### src/parf_pkg.sv
// constants, bus carriers and field positions for the pulse accumulator block
`default_nettype none
package parf_pkg;

    localparam int unsigned AW = 16;
    localparam int unsigned DW = 32;

    typedef struct packed {
        logic          psel;
        logic          penable;
        logic          pwrite;
        logic [AW-1:0] paddr;
        logic [DW-1:0] pwdata;
    } parf_apb_req_t;

    typedef struct packed {
        logic [DW-1:0] prdata;
        logic          pready;
        logic          pslverr;
    } parf_apb_rsp_t;

    // register indices; the byte address is four times the index
    localparam logic [AW-1:0] IDX_CTL   = 16'h1026;
    localparam logic [AW-1:0] IDX_MASK  = 16'h1030;
    localparam logic [AW-1:0] IDX_FLAGS = 16'h1031;
    localparam logic [AW-1:0] IDX_COUNT = 16'h1032;
    localparam logic [AW-1:0] IDX_FRC   = 16'h1033;

    // control register bit positions
    localparam int unsigned CTL_DIR7  = 7;
    localparam int unsigned CTL_ON    = 6;
    localparam int unsigned CTL_MODE  = 5;
    localparam int unsigned CTL_EDGE  = 4;
    localparam int unsigned CTL_DIR3  = 3;
    localparam int unsigned CTL_CCSEL = 2;
    localparam int unsigned CTL_RATE1 = 1;
    localparam int unsigned CTL_RATE0 = 0;

    // flag and mask bit positions (same layout in both)
    localparam int unsigned FLG_WRAP  = 7;
    localparam int unsigned FLG_PER   = 6;
    localparam int unsigned FLG_ACCW  = 5;
    localparam int unsigned FLG_EDGE  = 4;

    localparam logic [7:0]  FLAG_IMPL      = 8'hF0;
    localparam logic [7:0]  CTL_RESET      = 8'h00;
    localparam logic [7:0]  MASK_RESET     = 8'h00;
    localparam logic [7:0]  FLAGS_RESET    = 8'h00;
    localparam logic [15:0] FRC_ALL_ONES   = 16'hFFFF;
    localparam logic [7:0]  COUNT_ALL_ONES = 8'hFF;

    // periodic base divider exponent and gated tick divider exponent
    localparam int unsigned RTI_BASE_LOG2 = 13;
    localparam int unsigned GATE_DIV_LOG2 = 6;

endpackage
`default_nettype wire

### src/parf_pin_sync.sv
// three-stage synchroniser with agreement filter and edge pulses for the input pin
`default_nettype none
module parf_pin_sync (
    input  wire logic clk,
    input  wire logic rst_n,
    input  wire logic ce,
    input  wire logic pin,
    output logic      level,
    output logic      rise,
    output logic      fall
);
    import parf_pkg::*;

    typedef struct packed {
        logic s1;
        logic s2;
        logic s3;
        logic level;
        logic rise;
        logic fall;
    } parf_sync_state_t;

    parf_sync_state_t s_r;
    parf_sync_state_t s_nxt;
    logic             agree;

    always_comb begin
        agree       = (s_r.s2 == s_r.s3);
        s_nxt.s1    = pin;
        s_nxt.s2    = s_r.s1;
        s_nxt.s3    = s_r.s2;
        s_nxt.level = agree ? s_r.s3 : s_r.level;
        s_nxt.rise  = agree & s_r.s3 & ~s_r.level;
        s_nxt.fall  = agree & ~s_r.s3 & s_r.level;
        if (!rst_n) begin
            s_nxt = '0;
        end
    end

    always_ff @(posedge clk) begin
        if (ce || !rst_n) begin
            s_r <= s_nxt;
        end
    end

    assign level = s_r.level;
    assign rise  = s_r.rise;
    assign fall  = s_r.fall;

endmodule
`default_nettype wire

### src/parf_rti_div.sv
// free-running periodic divider with selectable span above a fixed base
`default_nettype none
module parf_rti_div #(
    parameter int unsigned BASE_LOG2 = parf_pkg::RTI_BASE_LOG2
) (
    input  wire logic       clk,
    input  wire logic       rst_n,
    input  wire logic       ce,
    input  wire logic [1:0] rate_sel,
    output logic            timeout
);
    import parf_pkg::*;

    localparam int unsigned W = BASE_LOG2 + 3;

    typedef struct packed {
        logic [W-1:0] cnt;
        logic         tick;
    } parf_rti_state_t;

    parf_rti_state_t s_r;
    parf_rti_state_t s_nxt;
    logic [W-1:0]    span;

    // only reset clears the chain, so periods run from timeout to timeout
    always_comb begin
        span       = {W{1'b1}} >> (2'd3 - rate_sel);
        s_nxt.cnt  = s_r.cnt + 1'b1;
        s_nxt.tick = ((s_r.cnt & span) == span);
        if (!rst_n) begin
            s_nxt = '0;
        end
    end

    always_ff @(posedge clk) begin
        if (ce || !rst_n) begin
            s_r <= s_nxt;
        end
    end

    assign timeout = s_r.tick;

endmodule
`default_nettype wire

### src/parf_top.sv
// pulse accumulator, periodic interrupt timer and second timer flag register
//
// Register access over APB was left to the implementer.
`default_nettype none
module parf_top #(
    parameter int unsigned RTI_LOG2 = parf_pkg::RTI_BASE_LOG2
) (
    input  wire logic                    clk,
    input  wire logic                    rst_n,
    input  wire logic                    ce,
    input  wire parf_pkg::parf_apb_req_t apb_req,
    output parf_pkg::parf_apb_rsp_t      apb_rsp,
    input  wire logic                    accumulator_input_pin,
    output logic                         irq_request,
    output logic                         porta_dir_bit7,
    output logic                         porta_dir_bit3,
    output logic                         capture_compare_select
);
    import parf_pkg::*;

    typedef struct packed {
        logic [7:0]               ctl;
        logic [7:0]               mask;
        logic [7:0]               flags;
        logic [7:0]               accumulator_count;
        logic [15:0]              frc;
        logic [GATE_DIV_LOG2-1:0] gdiv;
        logic                     gtick;
        parf_apb_rsp_t            rsp;
        logic                     irq;
    } parf_top_state_t;

    parf_top_state_t s_r;
    parf_top_state_t s_nxt;

    logic        pin_level;
    logic        pin_rise;
    logic        pin_fall;
    logic        rti_tick;
    logic        take;
    logic        wr_now;
    logic        wr_ctl;
    logic        wr_mask;
    logic        wr_flags;
    logic        wr_count;
    logic        mapped;
    logic        acc_on;
    logic        acc_mode;
    logic        edge_sel;
    logic        sel_edge;
    logic        gate_open;
    logic        inc;
    logic        acc_wrap;
    logic        frc_wrap;
    logic [7:0]  clr;
    logic [15:0] rd_val;

    function automatic logic hit(input logic [AW-1:0] addr, input logic [AW-1:0] idx);
        return addr == {idx[AW-3:0], 2'b00};
    endfunction

    // a hardware set in the same cycle as a clear wins
    function automatic logic flag_upd(input logic cur, input logic set, input logic clear);
        return set | (cur & ~clear);
    endfunction

    parf_pin_sync u_sync (
        .clk   (clk),
        .rst_n (rst_n),
        .ce    (ce),
        .pin   (accumulator_input_pin),
        .level (pin_level),
        .rise  (pin_rise),
        .fall  (pin_fall)
    );

    parf_rti_div #(
        .BASE_LOG2 (RTI_LOG2)
    ) u_rti (
        .clk      (clk),
        .rst_n    (rst_n),
        .ce       (ce),
        .rate_sel ({s_r.ctl[CTL_RATE1], s_r.ctl[CTL_RATE0]}),
        .timeout  (rti_tick)
    );

    always_comb begin
        s_nxt = s_r;

        // bus decode: data captured while waiting, write lands on the ready edge
        take     = apb_req.psel & ~s_r.rsp.pready;
        wr_now   = apb_req.psel & apb_req.penable & apb_req.pwrite & s_r.rsp.pready;
        wr_ctl   = wr_now & hit(apb_req.paddr, IDX_CTL);
        wr_mask  = wr_now & hit(apb_req.paddr, IDX_MASK);
        wr_flags = wr_now & hit(apb_req.paddr, IDX_FLAGS);
        wr_count = wr_now & hit(apb_req.paddr, IDX_COUNT);
        mapped   = hit(apb_req.paddr, IDX_CTL) | hit(apb_req.paddr, IDX_MASK)
                 | hit(apb_req.paddr, IDX_FLAGS) | hit(apb_req.paddr, IDX_COUNT)
                 | hit(apb_req.paddr, IDX_FRC);

        // unimplemented flag and mask bits read zero
        rd_val = 16'h0000;
        if (hit(apb_req.paddr, IDX_CTL)) begin
            rd_val = {8'h00, s_r.ctl};
        end else if (hit(apb_req.paddr, IDX_MASK)) begin
            rd_val = {8'h00, s_r.mask};
        end else if (hit(apb_req.paddr, IDX_FLAGS)) begin
            rd_val = {8'h00, s_r.flags & FLAG_IMPL};
        end else if (hit(apb_req.paddr, IDX_COUNT)) begin
            rd_val = {8'h00, s_r.accumulator_count};
        end else if (hit(apb_req.paddr, IDX_FRC)) begin
            rd_val = s_r.frc;
        end

        s_nxt.rsp.pready  = take;
        s_nxt.rsp.pslverr = take & ~mapped;
        s_nxt.rsp.prdata  = (take & ~apb_req.pwrite) ? {16'h0000, rd_val} : '0;

        if (wr_ctl) begin
            s_nxt.ctl = apb_req.pwdata[7:0];
        end
        if (wr_mask) begin
            s_nxt.mask = apb_req.pwdata[7:0] & FLAG_IMPL;
        end

        s_nxt.frc = s_r.frc + 16'h0001;
        frc_wrap  = (s_r.frc == FRC_ALL_ONES);

        // gated tick runs free whatever the enable
        s_nxt.gdiv  = s_r.gdiv + 1'b1;
        s_nxt.gtick = (s_r.gdiv == {GATE_DIV_LOG2{1'b1}});

        acc_on   = s_r.ctl[CTL_ON];
        acc_mode = s_r.ctl[CTL_MODE];
        edge_sel = s_r.ctl[CTL_EDGE];
        sel_edge = edge_sel ? pin_rise : pin_fall;
        gate_open = pin_level ^ edge_sel;
        inc = acc_on & (acc_mode ? (s_r.gtick & gate_open) : sel_edge);

        // software load beats a same-cycle increment; reads use the settled value
        acc_wrap = 1'b0;
        if (wr_count) begin
            s_nxt.accumulator_count = apb_req.pwdata[7:0];
        end else if (inc) begin
            s_nxt.accumulator_count = s_r.accumulator_count + 8'h01;
            acc_wrap    = (s_r.accumulator_count == COUNT_ALL_ONES);
        end

        clr = wr_flags ? (apb_req.pwdata[7:0] & FLAG_IMPL) : 8'h00;
        s_nxt.flags[FLG_WRAP] = flag_upd(s_r.flags[FLG_WRAP], frc_wrap, clr[FLG_WRAP]);
        s_nxt.flags[FLG_PER]  = flag_upd(s_r.flags[FLG_PER], rti_tick, clr[FLG_PER]);
        s_nxt.flags[FLG_ACCW] = flag_upd(s_r.flags[FLG_ACCW], acc_wrap, clr[FLG_ACCW]);
        s_nxt.flags[FLG_EDGE] = flag_upd(s_r.flags[FLG_EDGE], acc_on & sel_edge,
                                         clr[FLG_EDGE]);
        s_nxt.flags[3:0] = 4'h0;

        s_nxt.irq = |(s_r.flags & s_r.mask & FLAG_IMPL);

        if (!rst_n) begin
            s_nxt         = '0;
            s_nxt.ctl     = CTL_RESET;
            s_nxt.mask    = MASK_RESET;
            s_nxt.flags   = FLAGS_RESET;
            s_nxt.accumulator_count   = s_r.accumulator_count;
        end
    end

    always_ff @(posedge clk) begin
        if (ce || !rst_n) begin
            s_r <= s_nxt;
        end
    end

    assign apb_rsp                = s_r.rsp;
    assign irq_request            = s_r.irq;
    assign porta_dir_bit7         = s_r.ctl[CTL_DIR7];
    assign porta_dir_bit3         = s_r.ctl[CTL_DIR3];
    assign capture_compare_select = s_r.ctl[CTL_CCSEL];

    a_wrap_sets_flag: assert property (
        @(posedge clk) disable iff (!rst_n)
        (ce && s_r.frc == FRC_ALL_ONES) |=> s_r.flags[FLG_WRAP]
    ) else $error("counter wrap did not set the wrap flag");

    a_zero_write_keeps: assert property (
        @(posedge clk) disable iff (!rst_n)
        (ce && wr_flags && !apb_req.pwdata[FLG_PER] && s_r.flags[FLG_PER])
        |=> s_r.flags[FLG_PER]
    ) else $error("flag lost on a zero write");

    a_period_flag_set: assert property (
        @(posedge clk) disable iff (!rst_n)
        (ce && rti_tick) |=> s_r.flags[FLG_PER]
    ) else $error("period end did not set the periodic flag");

    a_low_bits_zero: assert property (
        @(posedge clk) disable iff (!rst_n)
        (ce && take && !apb_req.pwrite && hit(apb_req.paddr, IDX_FLAGS))
        |=> (s_r.rsp.prdata[3:0] == 4'h0)
    ) else $error("unimplemented flag bits read non-zero");

    a_irq_follows: assert property (
        @(posedge clk) disable iff (!rst_n)
        (ce && s_r.flags[FLG_PER] && s_r.mask[FLG_PER] && !wr_flags && !wr_mask)
        |=> ##1 (irq_request || !ce)
    ) else $error("periodic flag with enable raised no request");

    a_disabled_holds: assert property (
        @(posedge clk) disable iff (!rst_n)
        (ce && !s_r.ctl[CTL_ON] && !wr_count) |=> $stable(s_r.accumulator_count)
    ) else $error("disabled accumulator changed its count");

    a_event_counts: assert property (
        @(posedge clk) disable iff (!rst_n)
        (ce && acc_on && !acc_mode && sel_edge && !wr_count)
        |=> s_r.accumulator_count == 8'($past(s_r.accumulator_count) + 8'h01)
    ) else $error("selected edge did not advance the count");

    a_gate_inhibits: assert property (
        @(posedge clk) disable iff (!rst_n)
        (ce && acc_on && acc_mode && !gate_open && !wr_count) |=> $stable(s_r.accumulator_count)
    ) else $error("inhibited gate still counted");

    a_acc_wrap_flag: assert property (
        @(posedge clk) disable iff (!rst_n)
        (ce && inc && !wr_count && s_r.accumulator_count == COUNT_ALL_ONES)
        |=> (s_r.flags[FLG_ACCW] && s_r.accumulator_count == 8'h00)
    ) else $error("count rollover did not set its flag");

    a_set_beats_clear: assert property (
        @(posedge clk) disable iff (!rst_n)
        (ce && acc_on && sel_edge && wr_flags && apb_req.pwdata[FLG_EDGE])
        |=> s_r.flags[FLG_EDGE]
    ) else $error("edge event lost against a clear");

    a_period_clear: assert property (
        @(posedge clk) disable iff (!rst_n)
        (ce && wr_flags && apb_req.pwdata[FLG_PER] && !rti_tick) |=> !s_r.flags[FLG_PER]
    ) else $error("periodic flag survived its clear");

    a_wrap_irq: assert property (
        @(posedge clk) disable iff (!rst_n)
        (ce && s_r.flags[FLG_WRAP] && s_r.mask[FLG_WRAP]) |=> irq_request
    ) else $error("wrap flag with enable raised no request");

    a_irq_needs_enable: assert property (
        @(posedge clk) disable iff (!rst_n)
        (ce && (s_r.flags & s_r.mask) == 8'h00) |=> !irq_request
    ) else $error("request raised with no enabled flag");

    a_edge_flag_set: assert property (
        @(posedge clk) disable iff (!rst_n)
        (ce && acc_on && sel_edge) |=> s_r.flags[FLG_EDGE]
    ) else $error("selected edge did not set the edge flag");

    a_edge_clear: assert property (
        @(posedge clk) disable iff (!rst_n)
        (ce && wr_flags && apb_req.pwdata[FLG_EDGE] && !(acc_on && sel_edge))
        |=> !s_r.flags[FLG_EDGE]
    ) else $error("edge flag survived a one write");

    a_acc_wrap_clear: assert property (
        @(posedge clk) disable iff (!rst_n)
        (ce && wr_flags && apb_req.pwdata[FLG_ACCW] && !acc_wrap)
        |=> !s_r.flags[FLG_ACCW]
    ) else $error("accumulator wrap flag survived a one write");

    a_gated_counts: assert property (
        @(posedge clk) disable iff (!rst_n)
        (ce && acc_on && acc_mode && s_r.gtick && gate_open && !wr_count)
        |=> s_r.accumulator_count == 8'($past(s_r.accumulator_count) + 8'h01)
    ) else $error("open gate missed a tick");

    a_gated_no_tick: assert property (
        @(posedge clk) disable iff (!rst_n)
        (ce && acc_on && acc_mode && !s_r.gtick && !wr_count) |=> $stable(s_r.accumulator_count)
    ) else $error("gated count moved between ticks");

    a_tick_single: assert property (
        @(posedge clk) disable iff (!rst_n)
        (ce && s_r.gtick) |=> !s_r.gtick
    ) else $error("gated tick lasted more than one cycle");

    a_count_load: assert property (
        @(posedge clk) disable iff (!rst_n)
        (ce && wr_count) |=> s_r.accumulator_count == $past(apb_req.pwdata[7:0])
    ) else $error("count write did not load");

    a_ctl_reset: assert property (
        @(posedge clk)
        !rst_n |=> (s_r.ctl == CTL_RESET && s_r.flags == FLAGS_RESET && !irq_request
                    && !porta_dir_bit7 && !porta_dir_bit3 && !capture_compare_select)
    ) else $error("reset left control state set");

    a_port_dirs: assert property (
        @(posedge clk) disable iff (!rst_n)
        (ce && wr_ctl) |=> (porta_dir_bit7 == $past(apb_req.pwdata[CTL_DIR7])
                            && porta_dir_bit3 == $past(apb_req.pwdata[CTL_DIR3]))
    ) else $error("direction bits did not follow the control write");

    a_ccsel_follows: assert property (
        @(posedge clk) disable iff (!rst_n)
        (ce && wr_ctl) |=> capture_compare_select == $past(apb_req.pwdata[CTL_CCSEL])
    ) else $error("select bit did not follow the control write");

    a_event_only_edges: assert property (
        @(posedge clk) disable iff (!rst_n)
        (ce && acc_on && !acc_mode && !sel_edge && !wr_count)
        |=> $stable(s_r.accumulator_count)
    ) else $error("event mode counted without an edge");

endmodule
`default_nettype wire

### config.mk
export PLATFORM = sky130hd
export DESIGN_NAME = parf_top
export DESIGN_NICKNAME = d
export VERILOG_FILES = /design/src/parf_pkg.sv /design/src/parf_pin_sync.sv /design/src/parf_rti_div.sv /design/src/parf_top.sv
export SDC_FILE = /design/constraint.sdc
export NUM_CORES = 1
export LEC_CHECK = 0
export ABC_AREA = 1
export BUFFER_PORTS_ARGS = -buffer_cell sky130_fd_sc_hd__buf_4
export CELL_PAD_IN_SITES_DETAIL_PLACEMENT = 1
export CELL_PAD_IN_SITES_GLOBAL_PLACEMENT = 2
export CORE_ASPECT_RATIO = 1.1
export CORE_MARGIN = 1
export CORE_UTILIZATION = 35
export CTS_BUF_LIST = sky130_fd_sc_hd__clkbuf_2 sky130_fd_sc_hd__clkbuf_4 sky130_fd_sc_hd__clkbuf_8
export DETAILED_ROUTE_END_ITERATION = 10
export GPL_ROUTABILITY_DRIVEN = 0
export PLACE_DENSITY = 0.87
export SLEW_MARGIN = 30
export SYNTH_ARGS = -nofsm -noshare
export SYNTH_HDL_FRONTEND = slang
export SYNTH_HIERARCHICAL = 1
export SYNTH_SLANG_ARGS = --single-unit
### constraint.sdc
create_clock -name clk -period 2.6 [get_ports clk]
set_input_delay 0 -clock clk [delete_from_list [all_inputs] [get_ports clk]]
set_output_delay 0 -clock clk [all_outputs]
set_load 0.05 [all_outputs]
# Word level (Yosys, flattened, before mapping)
# Cells that the tools add are included.
[word_totals]
ff_bits = 109
word_cells = 110
output_inout_bits = 38
[op_classes]
addsub = 5
n_bitwise = 44
n_reduce_logical = 10
muxes = 15
shifts = 1
n_eq_ne = 13
[op_table]
columns = ["cell", "n"]
rows = [
  ["$eq 16x15->1 const B", 5],
  ["$mux 16", 5],
  ["$mux 8", 5],
  ["$add 16x1->16 const B", 2],
  ["$and 1x1->1", 21],
  ["$and 16x16->16", 1],
  ["$eq 16x16->1", 1],
  ["$eq 16x16->1 const B", 1],
  ["$shr 16x2->16 const A", 1],
  ["$not 1->1", 12],
  ["$add 8x1->8 const B", 1],
  ["$and 8x8->8", 1],
  ["$eq 8x8->1 const B", 1],
  ["$or 1x1->1", 8],
  ["$reduce_and 2->1", 4],
  ["$reduce_or 7->1", 1],
  ["$add 6x1->6 const B", 1],
  ["$eq 6x6->1 const B", 1],
  ["$ne 2x1->1 const B", 3],
  ["$mux 1", 5],
  ["$reduce_or 4->1", 1],
  ["$reduce_and 3->1", 1],
  ["$reduce_bool 2->1", 1],
  ["$sub 2x2->2 const A", 1],
  ["4 further kinds", 4],
]

# Logic depth before layout (Yosys ltp)
[logic_depth]
word_depth = 8
mapped_depth = 10
mapped_depth_nobuf = 10

# By module
# The synthesis kept the hierarchy.
[by_module_without_submodules]
columns = ["mod", "instances", "cells_per_inst", "seq_area_each_um2", "area_each_um2"]
rows = [
  ["parf_top", 1, 423, 1981.9, 3892.5],
  ["parf_rti_div", 1, 124, 510.5, 1008.5],
  ["parf_pin_sync", 1, 29, 180.2, 285.3],
]

# Worst setup path before layout
# OpenSTA, ideal clock, no wires.
[synth_timing]
path_type = "reg-to-reg"
start = "register s_r, in the netlist apb_rsp[1]"
end = "register s_r, in the netlist acc_mode, enable pin"
stages_incl_launch_ff = 5
setup_slack_ns = 0.730
setup_ns = 0.384
t_arrival_ns = 1.486
cell_sequence = "edfxtp_1 inv_1 nor2_1 nand2_1 o21ai_0"
[synth_via]
elab_chain_len = 4
[synth_lines]
columns = ["element", "line", "text"]
rows = [
  ["from (decl)", "parf_top.sv:33", "parf_top_state_t s_r;"],
  ["from (signal assigned)", "parf_top.sv:170", "s_r <= s_nxt;"],
  ["$and 1x1->1", "parf_top.sv:92", "wr_now = apb_req.psel & apb_req.penable & apb_req.pwrite & s_r.rsp.pready;"],
  ["$and 1x1->1", "parf_top.sv:93", "wr_ctl = wr_now & hit(apb_req.paddr, IDX_CTL);"],
  ["$ne 2x1->1 (no line)", "-", ""],
  ["$reduce_and 2->1 (no line)", "-", ""],
]
# Every way passes these cells.
# A chain may end at the register's enable or synchronous reset.

# Worst setup path after layout
[layout_timing]
start = "register s_r, in the netlist edge_sel"
end = "register s_r[63] (netlist name), enable pin"
[layout_via]
elab_chain_len = 6
[layout_lines]
columns = ["element", "line", "text"]
rows = [
  ["$xor 1x1->1", "parf_top.sv:137", "gate_open = pin_level ^ edge_sel;"],
  ["$and 1x1->1", "parf_top.sv:138", "inc = acc_on & (acc_mode ? (s_r.gtick & gate_open) : sel_edge);"],
  ["$mux 1 (*)", "parf_top.sv:138", ""],
  ["$and 1x1->1 (*)", "parf_top.sv:138", ""],
  ["$reduce_bool 2->1 (no line) (*)", "-", ""],
  ["$reduce_and 3->1 (no line) (*)", "-", ""],
]
# Every way passes the cells marked *; elsewhere a longest branch is shown, timed or not.

==> results.sh <==
export IMPL_status="complete, no violations"
export IMPL_cp_required_ns=2.64
export IMPL_antenna_left=0
export IMPL_grt_pass1_vias=4063
export IMPL_routed_wl_mm=12.1
export IMPL_io_buffers=52
export IMPL_max_slew_margin_rel_pct=60.3
export IMPL_dpl_hpwl_mm=8.97
export IMPL_firstDrtPassIters=4
export IMPL_fin_cells=828
export IMPL_maxCapViolCount=0
export IMPL_syn_avg_cell_area_sq_um=9.00
export IMPL_ys_warn_count=6
export IMPL_cp_startpoint="edge_sel"
export IMPL_n_fill_cell=1708
export IMPL_die_h_um=130
export IMPL_rows=46
export IMPL_ys_types=46
export IMPL_fin_skew_ns=0.0138
export IMPL_root_buffer="clkbuf_8"
export IMPL_worstPathArrival_ns=1.86
export IMPL_gr_usage_all_layers_pct=16.7
export IMPL_cp_end_kind="register"
export IMPL_critical_path_class="register to register"
export IMPL_finalNetCount=692
export IMPL_cts_hold_buf=11
export IMPL_syn2layout_area_growth_pct=15.5
export IMPL_wl_per_cell_um=14.6
export IMPL_ir_drop_mv=0.268
export IMPL_holdCritPathClass="input pin to register"
export IMPL_initial_utilization_pct=35.9
export IMPL_post_route_period_util_pct=70.1
export IMPL_finalHoldViolations=0
export IMPL_htreeDepth=3
export IMPL_vias=3979
export IMPL_die_area_sq_um=15300
export IMPL_period_minus_slack_ns=1.82
export IMPL_drive_gt1_share_pct=17.6
export IMPL_clk_path_buf_depth=2
export IMPL_synth_edf_count=89
export IMPL_ctsResizeCount=0
export IMPL_cp_start_kind="register"
export IMPL_min_from="rst_n"
export IMPL_ys_ff_latch=89
export IMPL_slew_viol_final=0
export IMPL_ys_seq_area_share_pct=51.5
export IMPL_antenna_found_initial=0
export IMPL_cts_sinks=89
export IMPL_via_per_inst=4.81
export IMPL_numPlacedInstances=801
export IMPL_fmax_mhz=549
export IMPL_setup_violations=0
export IMPL_grt_pass1_wl_mm=19.7
export IMPL_synth_cells=576
export IMPL_ys_flop_type="edfxtp_1"
export IMPL_drc=0
export IMPL_setup_tns_ns=0
export IMPL_core_area_sq_um=14400
export IMPL_grt_setup_unrepaired="no"
export IMPL_tightest_slew_ns=0.590
export IMPL_cts_tree="done"
export IMPL_syn_area_sq_um=5190
export IMPL_finalHoldWorstSlack_ns=0.0715
export IMPL_clkLatencyLatePin_ns=0.38
export IMPL_async_reset_ff_share_pct=0
export IMPL_cts_buffers=9
export IMPL_num_antenna_cells=0
export IMPL_p_per_area_nw_per_um2=572
export IMPL_ios=93
export IMPL_postCtsSetupRepairBufs=0
export IMPL_drtIter0Drc=171
export IMPL_path_clk_slew_ns=0.10
export IMPL_die_w_um=118
export IMPL_leakagePower_nw=2.57
export IMPL_r2r_start="edge_sel"
export IMPL_crit_fanout=8
export IMPL_grt_overflow_total=0
export IMPL_grt_max_degree=47
==> metrics by stage <==
stage               setup slack (ns)  power [mW]  util (%)  cell area, sq um
finish                         0.778        3.43      41.5              5990
global route                   0.601        3.56      41.5              5990
global placement               0.724        2.23      39.0              5630
floorplan                      0.730        2.12         -              5240
detailed placement             0.688        2.25      39.0              5630
CTS                            0.759        3.46      41.5              5990
==> state kept, by name, summed over array words and instances, names as in the netlist <==
name and cells:
u_sync/rise 1, acc_mode 1, u_rti/s_r 16, porta_dir_bit3 1
porta_dir_bit7 1, capture_compare_select 1, u_sync/level 1, u_rti/timeout 1
irq_request 1, acc_on 1, u_sync/fall 1, apb_rsp 18
edge_sel 1, u_sync/s_r 3, s_r 41
==> worst max-delay path, cell delays in order (launching register included) <==
cell      delay [ns]
edfxtp_1        0.48
o21a_1          0.22
inv_1           0.06
o21ai_0         0.07
nor2_1          0.20
o21ai_2         0.09
nor2_2          0.35
==> cell usage after synthesis, drive strengths merged, types with 2 or more instances <==
master / n / area (sq um)
o21bai: 4 / 33.8
nor2: 97 / 455
inv: 86 / 325
buf: 36 / 272
nor3b: 2 / 15.0
edfxtp: 89 / 2670
xor2: 11 / 96.3
a211oi: 2 / 15.0
or2: 4 / 25.0
o21a: 2 / 15.0
o21ai: 36 / 184
nor4: 3 / 18.8
nand2: 105 / 419
nor3: 10 / 55.1
o2111ai: 4 / 35.0
a21oi: 28 / 140
clkinv: 2 / 12.5
nand3: 29 / 198
ha: 6 / 75.1
nand4: 9 / 62.6
clkbuf: 4 / 15.0
==> cell usage in the layout, fill, tap and decap left out, types with 2 or more instances in the layout <==
cell type / instances
nand2_1: 97
edfxtp_1: 89
nor2_1: 85
inv_1: 79
buf_4: 58
a21oi_1: 28
o21ai_0: 25
nand3_1: 23
conb_1: 16
xor2_1: 11
dlygate4sd3_1: 11
o21ai_1: 10
nor3_1: 9
clkbuf_8: 9
nand4_1: 8
nand2_2: 7
ha_1: 6
nor2_2: 5
inv_2: 5
nor2_4: 4
o2111ai_1: 4
nor2_8: 3
nand3_2: 3
nand3_4: 3
or2_1: 3
nor4_1: 3
inv_6: 3
bufinv_16: 3
o21bai_1: 3
clkinv_1: 2
o21a_1: 2
nor3b_1: 2
a211oi_1: 2
==> metal layers <==
metal | routed length (um) | GRT usage (%) | vias up
met5 | 0 | 0 | -
met4 | 221 | 7.54 | 0
met3 | 332 | 2.68 | 14
met2 | 6290 | 30.4 | 64
met1 | 5210 | 19.3 | 1943
li1 | - | - | 1958
==> area by class of cell <==
cell class	count	area, sq um	area share, %
Tap cell	192	240	4.01
Sequential cell	89	2670	44.6
Inverter	88	338	5.64
Timing Repair Buffer	69	546	9.11
Multi-Input combinational cell	374	1950	32.5
Clock buffer	9	124	2.07
Clock inverter	7	124	2.07
==> power by group <==
group	total (mW)	leakage [nW]	switching [mW]	internal (mW)
clock network	1.20	0.121	0.553	0.648
registers	1.77	0.947	0.0772	1.70
logic	0.452	1.51	0.310	0.142
total	3.43	2.57	0.940	2.49
==> logic make-up (layout without fill, tap and decap cells) <==
group	after synthesis	after routing	share of synthesized area, %
AO/OA/AOI/OAI	79	79	8.56
other	1	16	0.0723
XOR/XNOR	12	12	2.03
buffers and inverters	128	173	12.0
adder cells (fa/ha/maj)	6	6	1.45
flip-flops	89	89	51.5
AND/OR/NAND/NOR	261	261	24.3
==> path summary, 6_finish.rpt <==
kind / slack, ns / end / depth (start not counted)
worst max-delay path: 0.78 / s_r[63] / 6
worst min-delay path: 0.07 / u_sync/level / 2
worst max register to register: 0.78 / s_r[63] / 6
worst min register to register: 0.52 / u_sync/s_r[4] / 2
No activity file was read; power rests on OpenSTA's default activity.
